File: src/uesc_regs.vh
`ifndef UESC_REGS_VH
`define UESC_REGS_VH
// Register indices; byte address is four times the index.
`define UESC_IDX_ERR_EN 4'h0
`define UESC_IDX_STATUS 4'h1
`define UESC_IDX_CONTROL 4'h2
`define UESC_IDX_ERR_FLAGS 4'h3
`define UESC_IDX_IRQ_CTRL 4'h4
// Control bit positions.
`define UESC_CON_J 7
`define UESC_CON_SE0 6
`define UESC_CON_HOLD 5
`define UESC_CON_BUSRST 4
`define UESC_CON_HOST 3
`define UESC_CON_RESUME 2
`define UESC_CON_PPCLR 1
`define UESC_CON_EN 0
// Interrupt control bits: bit 0 transfer done flag, bit 1 general error enable.
`define UESC_IRQ_TDONE 0
`define UESC_IRQ_GERR 1
// Reset values.
`define UESC_RST_BYTE 8'h00
// Status FIFO depth.
`define UESC_FIFO_DEPTH 4
`define UESC_FIFO_PW 2
// Frame start period: 1 ms at 200 MHz is 200000 cycles.
`define UESC_SOF_CYCLES 18'h30D40
`endif

File: src/uesc_stat_fifo.v
`timescale 1ns/100ps
`include "uesc_regs.vh"
module uesc_stat_fifo (
	// Clock and reset
	input wire core_clk,
	input wire reset_n,
	// Push side
	input wire push,
	input wire [5:0] push_data,
	// Pop side
	input wire pop,
	output wire [5:0] head_data,
	output wire not_empty,
	output wire full
);
	reg [5:0] mem_r [0:`UESC_FIFO_DEPTH-1];
	reg [`UESC_FIFO_PW-1:0] wp_r;
	reg [`UESC_FIFO_PW-1:0] rp_r;
	reg [`UESC_FIFO_PW:0] cnt_r;
	wire do_push;
	wire do_pop;
	integer i;

	assign full = (cnt_r == `UESC_FIFO_DEPTH);
	assign not_empty = (cnt_r != 0);
	assign do_pop = pop && not_empty;
	assign do_push = push && (!full || do_pop);
	assign head_data = mem_r[rp_r];

	always @(posedge core_clk or negedge reset_n) begin
		if (!reset_n) begin
			wp_r <= {`UESC_FIFO_PW{1'b0}};
			rp_r <= {`UESC_FIFO_PW{1'b0}};
			cnt_r <= {(`UESC_FIFO_PW + 1){1'b0}};
			for (i = 0; i < `UESC_FIFO_DEPTH; i = i + 1) begin
				mem_r[i] <= 6'h00;
			end
		end else begin
			if (do_push) begin
				mem_r[wp_r] <= push_data;
				wp_r <= wp_r + 1'b1;
			end
			if (do_pop) begin
				rp_r <= rp_r + 1'b1;
			end
			if (do_push && !do_pop) begin
				cnt_r <= cnt_r + 1'b1;
			end else if (do_pop && !do_push) begin
				cnt_r <= cnt_r - 1'b1;
			end
		end
	end
endmodule

File: src/uesc_sof_timer.v
`timescale 1ns/100ps
`include "uesc_regs.vh"
module uesc_sof_timer #(
	parameter [17:0] PERIOD = `UESC_SOF_CYCLES
) (
	// Clock and reset
	input wire core_clk,
	input wire reset_n,
	// Control
	input wire run,
	// Tick out
	output reg tick
);
	reg [17:0] cnt_r;

	always @(posedge core_clk or negedge reset_n) begin
		if (!reset_n) begin
			cnt_r <= 18'h00000;
			tick <= 1'b0;
		end else if (!run) begin
			cnt_r <= 18'h00000;
			tick <= 1'b0;
		end else if (cnt_r == PERIOD - 18'h00001) begin
			cnt_r <= 18'h00000;
			tick <= 1'b1;
		end else begin
			cnt_r <= cnt_r + 18'h00001;
			tick <= 1'b0;
		end
	end
endmodule

File: src/uesc_ctrl.v
// Chosen here: strobed register access and the register addresses.
`timescale 1ns/100ps
`include "uesc_regs.vh"
module uesc_ctrl #(
	parameter [17:0] SOF_CYCLES = `UESC_SOF_CYCLES
) (
	// Clock and reset
	input wire core_clk,
	input wire reset_n,
	// Register port
	input wire [3:0] reg_addr,
	input wire [31:0] reg_wdata,
	input wire reg_wr,
	input wire reg_rd,
	output reg [31:0] reg_rdata,
	// Line state pins
	input wire line_dp,
	input wire line_dm,
	// Protocol engine events
	input wire [7:0] err_events,
	input wire xfer_done,
	input wire [3:0] xfer_endpoint,
	input wire xfer_tx,
	input wire xfer_odd,
	input wire setup_rx,
	input wire token_start,
	input wire token_end,
	// Engine controls
	output reg module_enable,
	output reg frame_start_auto_enable,
	output reg bus_reset_drive,
	output reg resume_drive,
	output reg ls_eop_append,
	output reg host_logic_reset,
	output reg pingpong_pointer_clear,
	output reg packet_processing_hold,
	output reg frame_start_tick,
	output reg status_fifo_full,
	// Interrupt request
	output reg module_irq_flag
);
	// Enable, control and flag storage.
	reg [7:0] usb_error_irq_enable_r;
	reg [7:0] err_flags_r;
	reg [7:0] err_flags_nxt;
	reg host_role_enable_r;
	reg host_role_enable_nxt;
	reg resume_r;
	reg bus_reset_r;
	reg module_en_r;
	reg pkt_hold_r;
	reg pkt_hold_nxt;
	reg token_in_progress_r;
	reg token_busy_nxt;
	reg transfer_done_flag_r;
	reg transfer_done_flag_nxt;
	reg general_error_enable_r;
	reg [1:0] dp_sync_r;
	reg [1:0] dm_sync_r;
	wire live_j_level;
	wire live_se0;
	wire [5:0] head_data;
	wire fifo_not_empty;
	wire fifo_full;
	wire fifo_pop;
	wire wr_en;
	wire wr_con;
	wire wr_irq;
	wire sof_tick;
	wire [7:0] status_byte;
	wire [7:0] control_byte;
	wire err_req;
	wire resume_end;

	function sel;
		input [3:0] addr;
		input [3:0] idx;
		begin
			sel = (addr == idx);
		end
	endfunction

	// After reset both lines read low, so bit 6 is briefly set.
	// Line pins pass two flip-flops before use.
	always @(posedge core_clk or negedge reset_n) begin
		if (!reset_n) begin
			dp_sync_r <= 2'h0;
			dm_sync_r <= 2'h0;
		end else begin
			dp_sync_r <= {dp_sync_r[0], line_dp};
			dm_sync_r <= {dm_sync_r[0], line_dm};
		end
	end

	// Full speed J is D+ high, D- low.
	// A low-speed link idles the other way, so bit 7 then shows K.
	assign live_j_level = dp_sync_r[1] & ~dm_sync_r[1];
	assign live_se0 = ~dp_sync_r[1] & ~dm_sync_r[1];

	// Unmapped indices decode to nothing, so their writes are dropped.
	assign wr_en = reg_wr && sel(reg_addr, `UESC_IDX_ERR_EN);
	assign wr_con = reg_wr && sel(reg_addr, `UESC_IDX_CONTROL);
	assign wr_irq = reg_wr && sel(reg_addr, `UESC_IDX_IRQ_CTRL);

	// Writing 1 to the done flag releases the FIFO head.
	assign fifo_pop = wr_irq && reg_wdata[`UESC_IRQ_TDONE] &&
		transfer_done_flag_r;

	// A completion that finds the queue full and no pop is lost.
	// Software must drain the queue before a fifth transfer arrives while four are queued.
	uesc_stat_fifo u_fifo (
		.core_clk(core_clk),
		.reset_n(reset_n),
		.push(xfer_done),
		.push_data({xfer_endpoint, xfer_tx, xfer_odd}),
		.pop(fifo_pop),
		.head_data(head_data),
		.not_empty(fifo_not_empty),
		.full(fifo_full)
	);

	// The frame timer restarts whenever host role or enable drops.
	uesc_sof_timer #(
		.PERIOD(SOF_CYCLES)
	) u_sof (
		.core_clk(core_clk),
		.reset_n(reset_n),
		.run(module_en_r && host_role_enable_r),
		.tick(sof_tick)
	);

	// Error flags: hardware set wins over software clear.
	always @* begin
		err_flags_nxt = err_flags_r;
		// Writing zero to a flag leaves it as it is.
		if (reg_wr && sel(reg_addr, `UESC_IDX_ERR_FLAGS)) begin
			err_flags_nxt = err_flags_nxt & ~reg_wdata[7:0];
		end
		err_flags_nxt = err_flags_nxt | err_events;
	end

	// Bit 1 event source is chosen upstream by mode; the gate is shared.
	assign err_req = |(err_flags_r & usb_error_irq_enable_r);

	// A control write that drops resume ends the wake-up signal.
	assign resume_end = wr_con && resume_r &&
		!reg_wdata[`UESC_CON_RESUME];

	always @* begin
		host_role_enable_nxt = host_role_enable_r;
		if (wr_con) begin
			host_role_enable_nxt = reg_wdata[`UESC_CON_HOST];
		end
	end

	// Bit 5: packet hold in device mode, token busy in host mode.
	always @* begin
		pkt_hold_nxt = pkt_hold_r;
		if (wr_con && !reg_wdata[`UESC_CON_HOLD]) begin
			pkt_hold_nxt = 1'b0;
		end
		// A SETUP beside a clearing write wins, so no packet slips through.
		if (setup_rx && !host_role_enable_r) begin
			pkt_hold_nxt = 1'b1;
		end
		token_busy_nxt = token_in_progress_r;
		if (token_end) begin
			token_busy_nxt = 1'b0;
		end
		if (token_start && host_role_enable_r) begin
			token_busy_nxt = 1'b1;
		end
		if (host_role_enable_nxt != host_role_enable_r) begin
			token_busy_nxt = 1'b0;
		end
	end

	// A pop drops the done flag for one cycle so its clear is seen; an
	// entry left behind raises it again, and a full queue keeps it up.
	always @* begin
		transfer_done_flag_nxt = fifo_not_empty;
		if (fifo_pop) begin
			transfer_done_flag_nxt = fifo_full;
		end
		if (xfer_done) begin
			transfer_done_flag_nxt = 1'b1;
		end
	end

	always @(posedge core_clk or negedge reset_n) begin
		if (!reset_n) begin
			usb_error_irq_enable_r <= `UESC_RST_BYTE;
			err_flags_r <= `UESC_RST_BYTE;
			host_role_enable_r <= 1'b0;
			resume_r <= 1'b0;
			bus_reset_r <= 1'b0;
			module_en_r <= 1'b0;
			pkt_hold_r <= 1'b0;
			token_in_progress_r <= 1'b0;
			transfer_done_flag_r <= 1'b0;
			general_error_enable_r <= 1'b0;
			pingpong_pointer_clear <= 1'b0;
			host_logic_reset <= 1'b0;
			ls_eop_append <= 1'b0;
		end else begin
			err_flags_r <= err_flags_nxt;
			pkt_hold_r <= pkt_hold_nxt;
			token_in_progress_r <= token_busy_nxt;
			host_role_enable_r <= host_role_enable_nxt;
			// Any toggle of the host bit restarts the host side.
			host_logic_reset <= host_role_enable_nxt != host_role_enable_r;
			if (wr_en) begin
				usb_error_irq_enable_r <= reg_wdata[7:0];
			end
			if (wr_irq) begin
				general_error_enable_r <= reg_wdata[`UESC_IRQ_GERR];
			end
			if (wr_con) begin
				bus_reset_r <= reg_wdata[`UESC_CON_BUSRST];
				resume_r <= reg_wdata[`UESC_CON_RESUME];
				module_en_r <= reg_wdata[`UESC_CON_EN];
			end
			// Pulse on a write of 1; the bit itself never reads back set.
			pingpong_pointer_clear <= wr_con && reg_wdata[`UESC_CON_PPCLR];
			ls_eop_append <= resume_end && host_role_enable_r;
			transfer_done_flag_r <= transfer_done_flag_nxt;
		end
	end

	always @(posedge core_clk or negedge reset_n) begin
		if (!reset_n) begin
			module_enable <= 1'b0;
			frame_start_auto_enable <= 1'b0;
			bus_reset_drive <= 1'b0;
			resume_drive <= 1'b0;
			packet_processing_hold <= 1'b0;
			frame_start_tick <= 1'b0;
			status_fifo_full <= 1'b0;
			module_irq_flag <= 1'b0;
		end else begin
			// Engine controls lag the control bits by one cycle.
			module_enable <= module_en_r && !host_role_enable_r;
			frame_start_auto_enable <= module_en_r && host_role_enable_r;
			bus_reset_drive <= bus_reset_r;
			resume_drive <= resume_r;
			packet_processing_hold <= pkt_hold_r && !host_role_enable_r;
			frame_start_tick <= sof_tick;
			status_fifo_full <= fifo_full;
			// An error needs its own enable and the general enable.
			module_irq_flag <= err_req && general_error_enable_r;
		end
	end

	// Status reads as zero while no entry is valid.
	assign status_byte = transfer_done_flag_r ?
		{head_data, 2'b00} : 8'h00;
	// Bit 5 shows token busy in host mode and packet hold in device mode.
	// Bit 1 only strobes the pointer clear, so it always reads zero.
	assign control_byte = {live_j_level, live_se0,
		host_role_enable_r ? token_in_progress_r : pkt_hold_r,
		bus_reset_r, host_role_enable_r, resume_r, 1'b0, module_en_r};

	// Read data stand for the one cycle after the strobe, zero otherwise.
	always @(posedge core_clk or negedge reset_n) begin
		if (!reset_n) begin
			reg_rdata <= 32'h00000000;
		end else if (reg_rd) begin
			case (reg_addr)
			`UESC_IDX_ERR_EN: reg_rdata <= {24'h000000, usb_error_irq_enable_r};
			`UESC_IDX_STATUS: reg_rdata <= {24'h000000, status_byte};
			`UESC_IDX_CONTROL: reg_rdata <= {24'h000000, control_byte};
			`UESC_IDX_ERR_FLAGS: reg_rdata <= {24'h000000, err_flags_r};
			`UESC_IDX_IRQ_CTRL: reg_rdata <= {30'h0,
				general_error_enable_r, transfer_done_flag_r};
			default: reg_rdata <= 32'h00000000;
			endcase
		end else begin
			reg_rdata <= 32'h00000000;
		end
	end
endmodule

File: config.mk
export PLATFORM = sky130hd
export DESIGN_NAME = uesc_ctrl
export DESIGN_NICKNAME = d
export VERILOG_FILES = /design/src/uesc_stat_fifo.v /design/src/uesc_sof_timer.v /design/src/uesc_ctrl.v
export VERILOG_INCLUDE_DIRS = /design/src
export SDC_FILE = /design/constraint.sdc
export NUM_CORES = 1
export LEC_CHECK = 0
export ABC_CLOCK_PERIOD_IN_PS = 4300
export BUFFER_PORTS_ARGS = -buffer_cell sky130_fd_sc_hd__buf_2
export CORE_MARGIN = 2
export CORE_UTILIZATION = 59
export DETAILED_ROUTE_END_ITERATION = 6
export PLACE_DENSITY = 0.86
export SYNTH_ARGS = -nofsm -noshare
export SYNTH_HDL_FRONTEND = slang
export SYNTH_HIERARCHICAL = 1
export SYNTH_SLANG_ARGS = --single-unit
File: constraint.sdc
create_clock -name core_clk -period 4.3 [get_ports core_clk]
set_clock_uncertainty 0.2 [all_clocks]
set_input_delay 0.86 -clock core_clk [delete_from_list [all_inputs] [get_ports core_clk]]
set_output_delay 0.86 -clock core_clk [all_outputs]
set_load 0.01 [all_outputs]
# Word-level counts from Yosys, hierarchy flattened
# Cells that the tools add are included.
# word_totals
wordCells	118
ram_bits	0
out_inout_bits	43
input_bits	60
n_memories	0
latch_bits	0
romBits	0
reg_bits	121
# op_classes
n_div	0
mul	0
n_eq_ne	7
muxes	25
bitwise_logic	10
n_lt_le_gt_ge	3
reduce_logical	35
shift	0
n_addsub	5
# ops
op	n
8-bit case mux with 5 select lines	1
18-bit two-way mux	2
32-bit two-way mux	1
24-bit bitwise mux	1
1-bit logical AND	22
18-bit by 1-bit adder with 18-bit output, second input constant	1
18-bit == test, second input constant	1
6-bit two-way mux	3
8-bit bitwise AND	2
8-bit two-way mux	2
6-bit binary-select mux with 2-bit select	1
6-bit demux with 2-bit select	1
1-bit two-way mux	11
4-bit by 2-bit == test with 1-bit output, second input constant	2
8-bit inverter	1
8-bit bitwise OR	1
8-bit OR reduction	1
3-bit greater-or-equal comparator, second input constant	2
1-bit zero test	6
3-bit two-way mux	2
2-bit inverter with 3-bit output	2
3-bit nonzero test	2
2-bit by 1-bit adder with 2-bit output, second input constant	2
4-bit by 1-bit == test with 1-bit output, second input constant	1
11 further kinds	14

# Depth between registers and ports, before layout
# Gate-level depths: netlist of the first run.
# depth
word_depth	11
ltp_mapped	12
mapped_depth_nobuf	11

# By module
# The synthesis of the first run kept the hierarchy.
# modules_own_cells
module	seq_area_each_um2	n_inst	cells_each	area_each_um2
uesc_ctrl	1176.1	1	188	2202.1
uesc_stat_fifo	775.7	1	96	1586.5
uesc_sof_timer	475.5	1	95	969.7

# Worst setup path before layout of the first run
# Ideal clock, no wire load.
# synth_path
kind	input to register
from	in reg_addr[0]
to	reg u_fifo.cnt_r[1]
stages	10
setup_time_ns	0.125
slack_ns	1.092
required_time_ns	3.975
path_buffers	1
t_arrival_ns	2.884
cell_sequence	buf_4 nor4b_2 and4_1 or4b_4 nand2_1 inv_1 ha_1 inv_1 fa_1 mux2_2
# synth_via
elab_chain_len	10
word_cells_on_any_way	13
cone_classes	eq/ne (1); mux (1); reduce/logical (11)
# synth_rtl
element	line_no	text
from (decl)	uesc_ctrl.v:11	input wire [3:0] reg_addr,
4-bit by 3-bit == test with 1-bit output *	uesc_ctrl.v:79	sel = (addr == idx);
1-bit logical AND *	uesc_ctrl.v:103	assign wr_irq = reg_wr && sel(reg_addr, `UESC_IDX_IRQ_CTRL);
1-bit logical AND * (2 in a row)	uesc_ctrl.v:106	assign fifo_pop = wr_irq && reg_wdata[`UESC_IRQ_TDONE] &&
net fifo_pop	uesc_ctrl.v:65	wire fifo_pop;
1-bit logical AND *	uesc_stat_fifo.v:26	assign do_pop = pop && not_empty;
1-bit logical OR *	uesc_stat_fifo.v:27	assign do_push = push && (!full || do_pop);
1-bit logical AND *	uesc_stat_fifo.v:27	
net u_fifo.do_push	uesc_stat_fifo.v:20	wire do_push;
1-bit zero test	uesc_stat_fifo.v:48	end else if (do_pop && !do_push) begin
1-bit logical AND	uesc_stat_fifo.v:48	
2-bit nonzero test (no line)	n/a	
to (signal assigned)	uesc_stat_fifo.v:34	cnt_r <= {(`UESC_FIFO_PW + 1){1'b0}};
to (signal assigned)	uesc_stat_fifo.v:47	cnt_r <= cnt_r + 1'b1;
to (signal assigned)	uesc_stat_fifo.v:49	cnt_r <= cnt_r - 1'b1;
to (decl)	uesc_stat_fifo.v:19	reg [`UESC_FIFO_PW:0] cnt_r;
# The timed path passes the listed nets; every way through them passes the cells marked *.
# A chain may end at the register's enable or synchronous reset.

# Worst setup path after layout of the first run
# layout_path
from	in reg_addr[1]
to	reg u_fifo.cnt_r[1]
# Same word-level chain as after synthesis.

==> results.cfg, run 1 <==
[setup_path]
crit_arrival_ns = 3.25
crit_fanout = 18
path_class = input pin to flip-flop
cp.required_ns = 4.37
crit_path_cell_trace = buf_2, nor4b_2, and4_1, or4b_4, nand2_1, inv_1, ha_1, inv_1, fa_1, mux2_2
crit_slowest_cell = or4b_4
crit_path_end_kind = flip-flop
slowest_delay_ns = 0.53
critPathLaunchType = input pin
cp_common_cell = inv_1

[timing]
hold_viol_final = 0
final_max_slew_viol_count = 0
slew_headroom_pct = 54.2
tightest_slew_ns = 0.688
rsz0062_at_grt = no
setup_ws_ns = 1.12
finalCritPeriodShare_pct = 74.0
layout_min_cycle_time_ns = 3.18
fmax_mhz = 314
setup_viol = 0
fin_setup_tns_ns = 0

[placement]
dp_slack_ns = 0.749
globalplace.congestion = 0.836
dpl-instance-area_mm2 = 0.00495
port_buffers = 54
place_hpwl_mm = 6.32

[layout]
syn_to_final_growth_pct = 8.26
fin_nets = 496
antennaDiodeCount = 0
nFillCells = 579
drive_above_1_share_pct = 31.6
design_area_mm2 = 0.00515

[synth]
synth_cell_types = 56
syn_area_per_cell_um2 = 12.6
synth_most_common_cell = dfrtp_1
synth_top_flop_cell = dfrtp_1
synth_top_area_share_pct = 51.0
synthArstFlopShare_pct = 100
netlist_top_cells_count = dfrtp_1 (97), buf_4 (28), nor2_1 (27)
yosysSeqAreaShare_pct = 51.0
synth_seq_cells = 97
ys_warn_count = 6
synthesis.area_mm2 = 0.00476
synth.largest_area_cell = dfrtp_1
syn_inst = 379
ys_top_cells_by_area = dfrtp_1 (51%), mux2_4 (7.6%), mux2_2 (4.7%)
synth_enable_flop_cells = 0

[clock_tree]
tritoncts = done
path_clk_slew_ns = 0.10
cts_max_level = 3
cts_setup_buffers = 0
clock_path_buffers = 2
hold_buffers = 0
clkSinkCount = 97
numCtsBuffers = 9
insertion_delay_ns = 0.37
clockRootBuffer = clkbuf_8
ctsResizeCount = 0

[global_routing]
gr-total-overflow = 0
track_usage_pct = 22.6
grt_pass1_vias = 2993
antenna_found_initial = 0
grt_max_degree = 58
grt_pass1_wl_mm = 15.2

[job]
cap_viol_max_count = 0

[floorplan]
num_rows = 32
core_mm2 = 0.00777
die_h_um = 93.8
die_w_um = 93.8
die-area_mm2 = 0.00880
start_util_pct = 61.3
ios = 103

[pwr]
irDropWorstVdd_v = 0.000354
powerDensity_mw_per_mm2 = 505
p_leak_nw = 2.29

[status]
status = completed

[detailed_routing]
first_pass_iters = 5
wl_mm = 9.23
vias = 3067
via_per_inst = 5.72
detail-route-antenna-nets = 0
drt_iter0_markers = 179
drc = 0
wl_per_cell_um = 17.2

[min_path]
hp-class = flip-flop to flip-flop
## critical path: cells and delay by family
family | cells | cell delay (ns)
fa+ha+maj | 2 | 0.62
buf+inv | 3 | 0.43
mux | 1 | 0.27
simple gates | 4 | 1.05
## routing by layer
layer / GRT usage [%] / share of wire [%] / vias to the layer above
met5: 0 / 0 / -
met4: 9.18 / 2.4 / 0
met3: 5.22 / 5.9 / 16
met2: 35.3 / 49 / 137
met1: 30.7 / 43 / 1500
li1: - / - / 1414
## power by group
group          switching, W  leakage [nW]  internal, W
combinational      0.000277         0.994     0.000439
sequential         0.000162          1.20      0.00112
clock              0.000326        0.0979     0.000276
total              0.000766          2.29      0.00183
## flip-flops by register name, summed over array words and instances (netlist names), 2 cells and up
register                count
u_fifo/mem_r               24
u_sof/cnt_r                18
err_flags_r                 8
reg_rdata                   8
usb_error_irq_enable_r      8
u_fifo/cnt_r                3
dm_sync_r                   2
dp_sync_r                   2
u_fifo/rp_r                 2
u_fifo/wp_r                 2
## final cells by class
| class | count | area, um^2 | share of cell area (%) |
|---|---|---|---|
| Sequential cell | 97 | 2430 | 47.1 |
| Multi-Input combinational cell | 256 | 2070 | 40.3 |
| Timing Repair Buffer | 56 | 288 | 5.59 |
| Clock buffer | 10 | 128 | 2.48 |
| Tap cell | 102 | 128 | 2.48 |
| Clock inverter | 6 | 72.6 | 1.41 |
| Inverter | 9 | 33.8 | 0.656 |
## path summary, 6_finish.rpt
check	start	end	slack, ns	cells past startpoint
worst max-delay path	reg_addr[1]	u_fifo/cnt_r[1]	1.12	10
min in group asynchronous	reset_n	u_sof/cnt_r[15]	0.33	2
worst min-delay path	u_sof/tick	frame_start_tick	0.16	0
max in group asynchronous	reset_n	u_fifo/mem_r[17]	3.02	2
worst max register to register	transfer_done_flag_r	u_fifo/cnt_r[1]	1.49	9
worst min register to register	u_sof/tick	frame_start_tick	0.16	0
## cells by family (layout without fill, tap and decap cells)
logic type                 Yosys count  count (layout)  share of synthesized area [%]
and+or+nand+nor                    116             116                           15.0
DFF                                 97              97                           51.0
muxes                               51              51                           15.4
buffers and inverters               49              81                           7.20
AOI/OAI and AO/OA                   37              37                           5.50
xor gates and xnor gates            21              21                           3.87
adders and majority gates            7               7                           2.00
other                                1              24                         0.0788
## placed cells by master (no fill, tap or decap), drive strengths merged, types with 8 or more instances in the layout
master,count
mux2,44
a21o,8
nand2,10
nand4,15
dfrtp,97
a22oi,9
inv,12
nand3,17
nor2,27
xor2,8
conb,24
and3,10
buf,56
clkbuf,10
xnor2,13
## per-stage QoR
step | total power [W] | util (%) | instances | hold slack [ns]
2_1_floorplan | 0.00186 | - | 402 | 0.131
3_3_place_gp | 0.00197 | 63.7 | 520 | 0.134
3_5_place_dp | 0.00201 | 63.7 | 520 | 0.136
4_1_cts | 0.00262 | 66.3 | 536 | 0.158
5_1_grt | 0.00274 | 66.3 | 536 | 0.162
6_report | 0.00260 | 66.3 | 536 | 0.157
(Power assumes the default switching activity.)
==> run 2, diff against run 1 <==
--- a/config.mk
+++ b/config.mk
@@ -6,12 +6,13 @@
 export SDC_FILE = /design/constraint.sdc
 export NUM_CORES = 1
 export LEC_CHECK = 0
-export ABC_CLOCK_PERIOD_IN_PS = 4300
+export ABC_AREA = 1
+export ABC_CLOCK_PERIOD_IN_PS = 2600
 export BUFFER_PORTS_ARGS = -buffer_cell sky130_fd_sc_hd__buf_2
 export CORE_MARGIN = 2
-export CORE_UTILIZATION = 59
+export CORE_UTILIZATION = 50
 export DETAILED_ROUTE_END_ITERATION = 6
-export PLACE_DENSITY = 0.86
+export PLACE_DENSITY = 0.77
 export SYNTH_ARGS = -nofsm -noshare
 export SYNTH_HDL_FRONTEND = slang
 export SYNTH_HIERARCHICAL = 1
==> constraint.sdc (replaced) <==
create_clock -name core_clk -period 2.6 [get_ports core_clk]
set_clock_uncertainty 0.2 [all_clocks]
set_input_delay 0.52 -clock core_clk [delete_from_list [all_inputs] [get_ports core_clk]]
set_output_delay 0.52 -clock core_clk [all_outputs]
set_load 0.01 [all_outputs]
==> results.cfg, run 2 <==
[placement]
placed_cells = 769
place_hpwl_mm = 7.80
port_buffers = 54
dpl-instance-area_mm2 = 0.00531
globalplace.congestion = 0.914

[clock_tree]
path_clk_slew_ns = 0.09
insertion_delay_ns = 0.36
numCtsBuffers = 9
clockRootBuffer = clkbuf_8
cts_setup_buffers = 0
clock_path_buffers = 2
clkSinkCount = 97
cts_max_level = 3
tritoncts = done

[timing]
setup_viol = 0
hold-worst-slack_ns = 0.0614
tightest_slew_ns = 0.512
layout_min_cycle_time_ns = 2.30
finalCritPeriodShare_pct = 88.6
hold_viol_final = 0
fmax_mhz = 434
final_max_slew_viol_count = 0
slew_headroom_pct = 65.9
rsz0062_at_grt = no
fin_setup_tns_ns = 0

[detailed_routing]
via_per_inst = 5.08
wl_mm = 10.4
drc = 0
first_pass_iters = 5
vias = 3995
drt_iter0_markers = 250
wl_per_cell_um = 13.2
detail-route-antenna-nets = 0

[synth]
synth_seq_cells = 97
synth-xor-area-share_pct = 2.49
synth_compound_area_share_pct = 5.74
yosys.area_share.simple_pct = 30.5
synth_enable_flop_cells = 0
synthArstFlopShare_pct = 100
synth_cell_types = 34
synth_top_flop_cell = dfrtp_1
syn_area_per_cell_um2 = 8.44
syn_inst = 584
yosysSeqAreaShare_pct = 49.3
ys_top_cells_by_area = dfrtp_1 (49%), nand2_1 (11%), nor2_1 (5.2%)
synth_top_family_by_area = simple AND/OR/NAND/NOR gates
synthMuxAreaShare_pct = 0
ys_warn_count = 6
synthAdderAreaFrac_pct = 1.93
netlist_top_cells_count = nand2_1 (140), dfrtp_1 (97), nor2_1 (68)
synth.largest_area_cell = dfrtp_1
synth_top_area_share_pct = 49.3
synth_most_common_cell = nand2_1
synthesis.area_mm2 = 0.00493

[layout]
syn_to_final_growth_pct = 11.9
fin_nets = 715
drive_above_1_share_pct = 19.0
design_area_mm2 = 0.00551
regMostFlops = u_fifo/mem_r
final_cells = 786
antennaDiodeCount = 0
nFillCells = 892
layout_common_cells = nand2_1 (140), dfrtp_1 (97), nor2_1 (68)
reg.largest.list = u_fifo/mem_r: 24 flops, u_sof/cnt_r: 18 flops
largest_register_ffs = 24
layout_commonest_cell = nand2_1

[setup_path]
crit_fanout = 5
reg2reg_slack_ns = 0.30
crit_arrival_ns = 2.35
path_class = flip-flop to flip-flop
cp.required_ns = 2.65
crit_path_end_kind = flip-flop
timing.rr.start = transfer_done_flag_r
critPathLaunchType = flip-flop
reg2regPathDepth = 14
r2r_end = u_fifo/cnt_r[2]

[floorplan]
start_util_pct = 50.9
ios = 103
die-area_mm2 = 0.0107
die_w_um = 103
num_rows = 36
die_h_um = 103
core_mm2 = 0.00968

[min_path]
hp-class = input pin to flip-flop
min_from = line_dp
hold_depth = 1
hold_path_end = dp_sync_r[0]

[global_routing]
grt_max_degree = 44
grt_pass1_wl_mm = 18.1
grt_pass1_vias = 3863
antenna_found_initial = 0
track_usage_pct = 21.9
gr-total-overflow = 0

[pwr]
p_leak_nw = 2.82
powerDensity_mw_per_mm2 = 785
irDropWorstVdd_v = 0.000841

[status]
status = completed

[job]
cap_viol_max_count = 0
run 2: kinds of logic after synthesis:
group                      after synthesis
xor gates and xnor gates                14
and+or+nand+nor                        316
buffers and inverters                  102
DFF                                     97
adders and majority gates                7
AOI/OAI and AO/OA                       47
other                                    1
run 2: worst max-delay path: stages (launching register included):
cell and delay, ns:
dfrtp_1 0.44, nand3_1 0.14, inv_1 0.10, nand2_1 0.07
inv_1 0.07, inv_1 0.05, nand3_2 0.09, nand2_4 0.06
inv_2 0.06, ha_1 0.15, inv_1 0.07, fa_1 0.37
nand2_1 0.08, nand3_1 0.09, xor2_1 0.15
run 2: final cells by class:
type / instances / area (um^2) / area share [%]
Timing Repair Buffer: 68 / 393 / 7.13
Sequential cell: 97 / 2430 / 44.0
Inverter: 64 / 240 / 4.36
Clock buffer: 11 / 131 / 2.38
Tap cell: 133 / 166 / 3.02
Clock inverter: 5 / 63.8 / 1.16
Multi-Input combinational cell: 408 / 2090 / 37.9
run 2: per-stage QoR:
step / total power, W / setup slack [ns] / utilization (%)
final: 0.00433 / 0.296 / 56.9
after global placement: 0.00330 / 0.0323 / 54.8
after detailed placement: 0.00336 / -0.0375 / 54.8
after CTS: 0.00436 / 0.308 / 56.9
after floorplan: 0.00302 / 0.0396 / -
after global routing: 0.00465 / 0.140 / 56.9
run 2: how the worst max path moves through the flow:
| stage | start | to | slack, ns | cells past startpoint |
|---|---|---|---|---|
| after floorplan | reg_addr[0] | u_fifo/cnt_r[2] | 0.04 | 16 |
| after global placement | reg_addr[3] | u_fifo/cnt_r[2] | 0.03 | 16 |
| after detailed placement | reg_addr[2] | u_fifo/cnt_r[2] | -0.04 | 17 |
| after CTS | transfer_done_flag_r | u_fifo/cnt_r[2] | 0.31 | 14 |
| after global routing | transfer_done_flag_r | u_fifo/cnt_r[2] | 0.14 | 15 |
| final | transfer_done_flag_r | u_fifo/cnt_r[2] | 0.30 | 14 |
run 2: where the power goes:
group	switching, W	total (W)	leakage, nW	internal, W
clock	0.000532	0.000986	0.0945	0.000455
sequential	0.000266	0.00209	1.22	0.00182
combinational	0.000790	0.00125	1.51	0.000461
total	0.00159	0.00433	2.82	0.00274
run 2: what timing repair did:
item                                   in CTS  in global routing
hold buffers                                1                  0
gates resized for setup                     0                  0
endpoints found under the hold margin      38                  0
run 2: layer usage:
layer,GRT usage [%],routed length [um],vias to the layer above
li1,-,-,1953
met1,29.3,4710,1903
met2,36.7,4970,123
met3,4.10,530,16
met4,6.17,148,0
met5,0,0,-
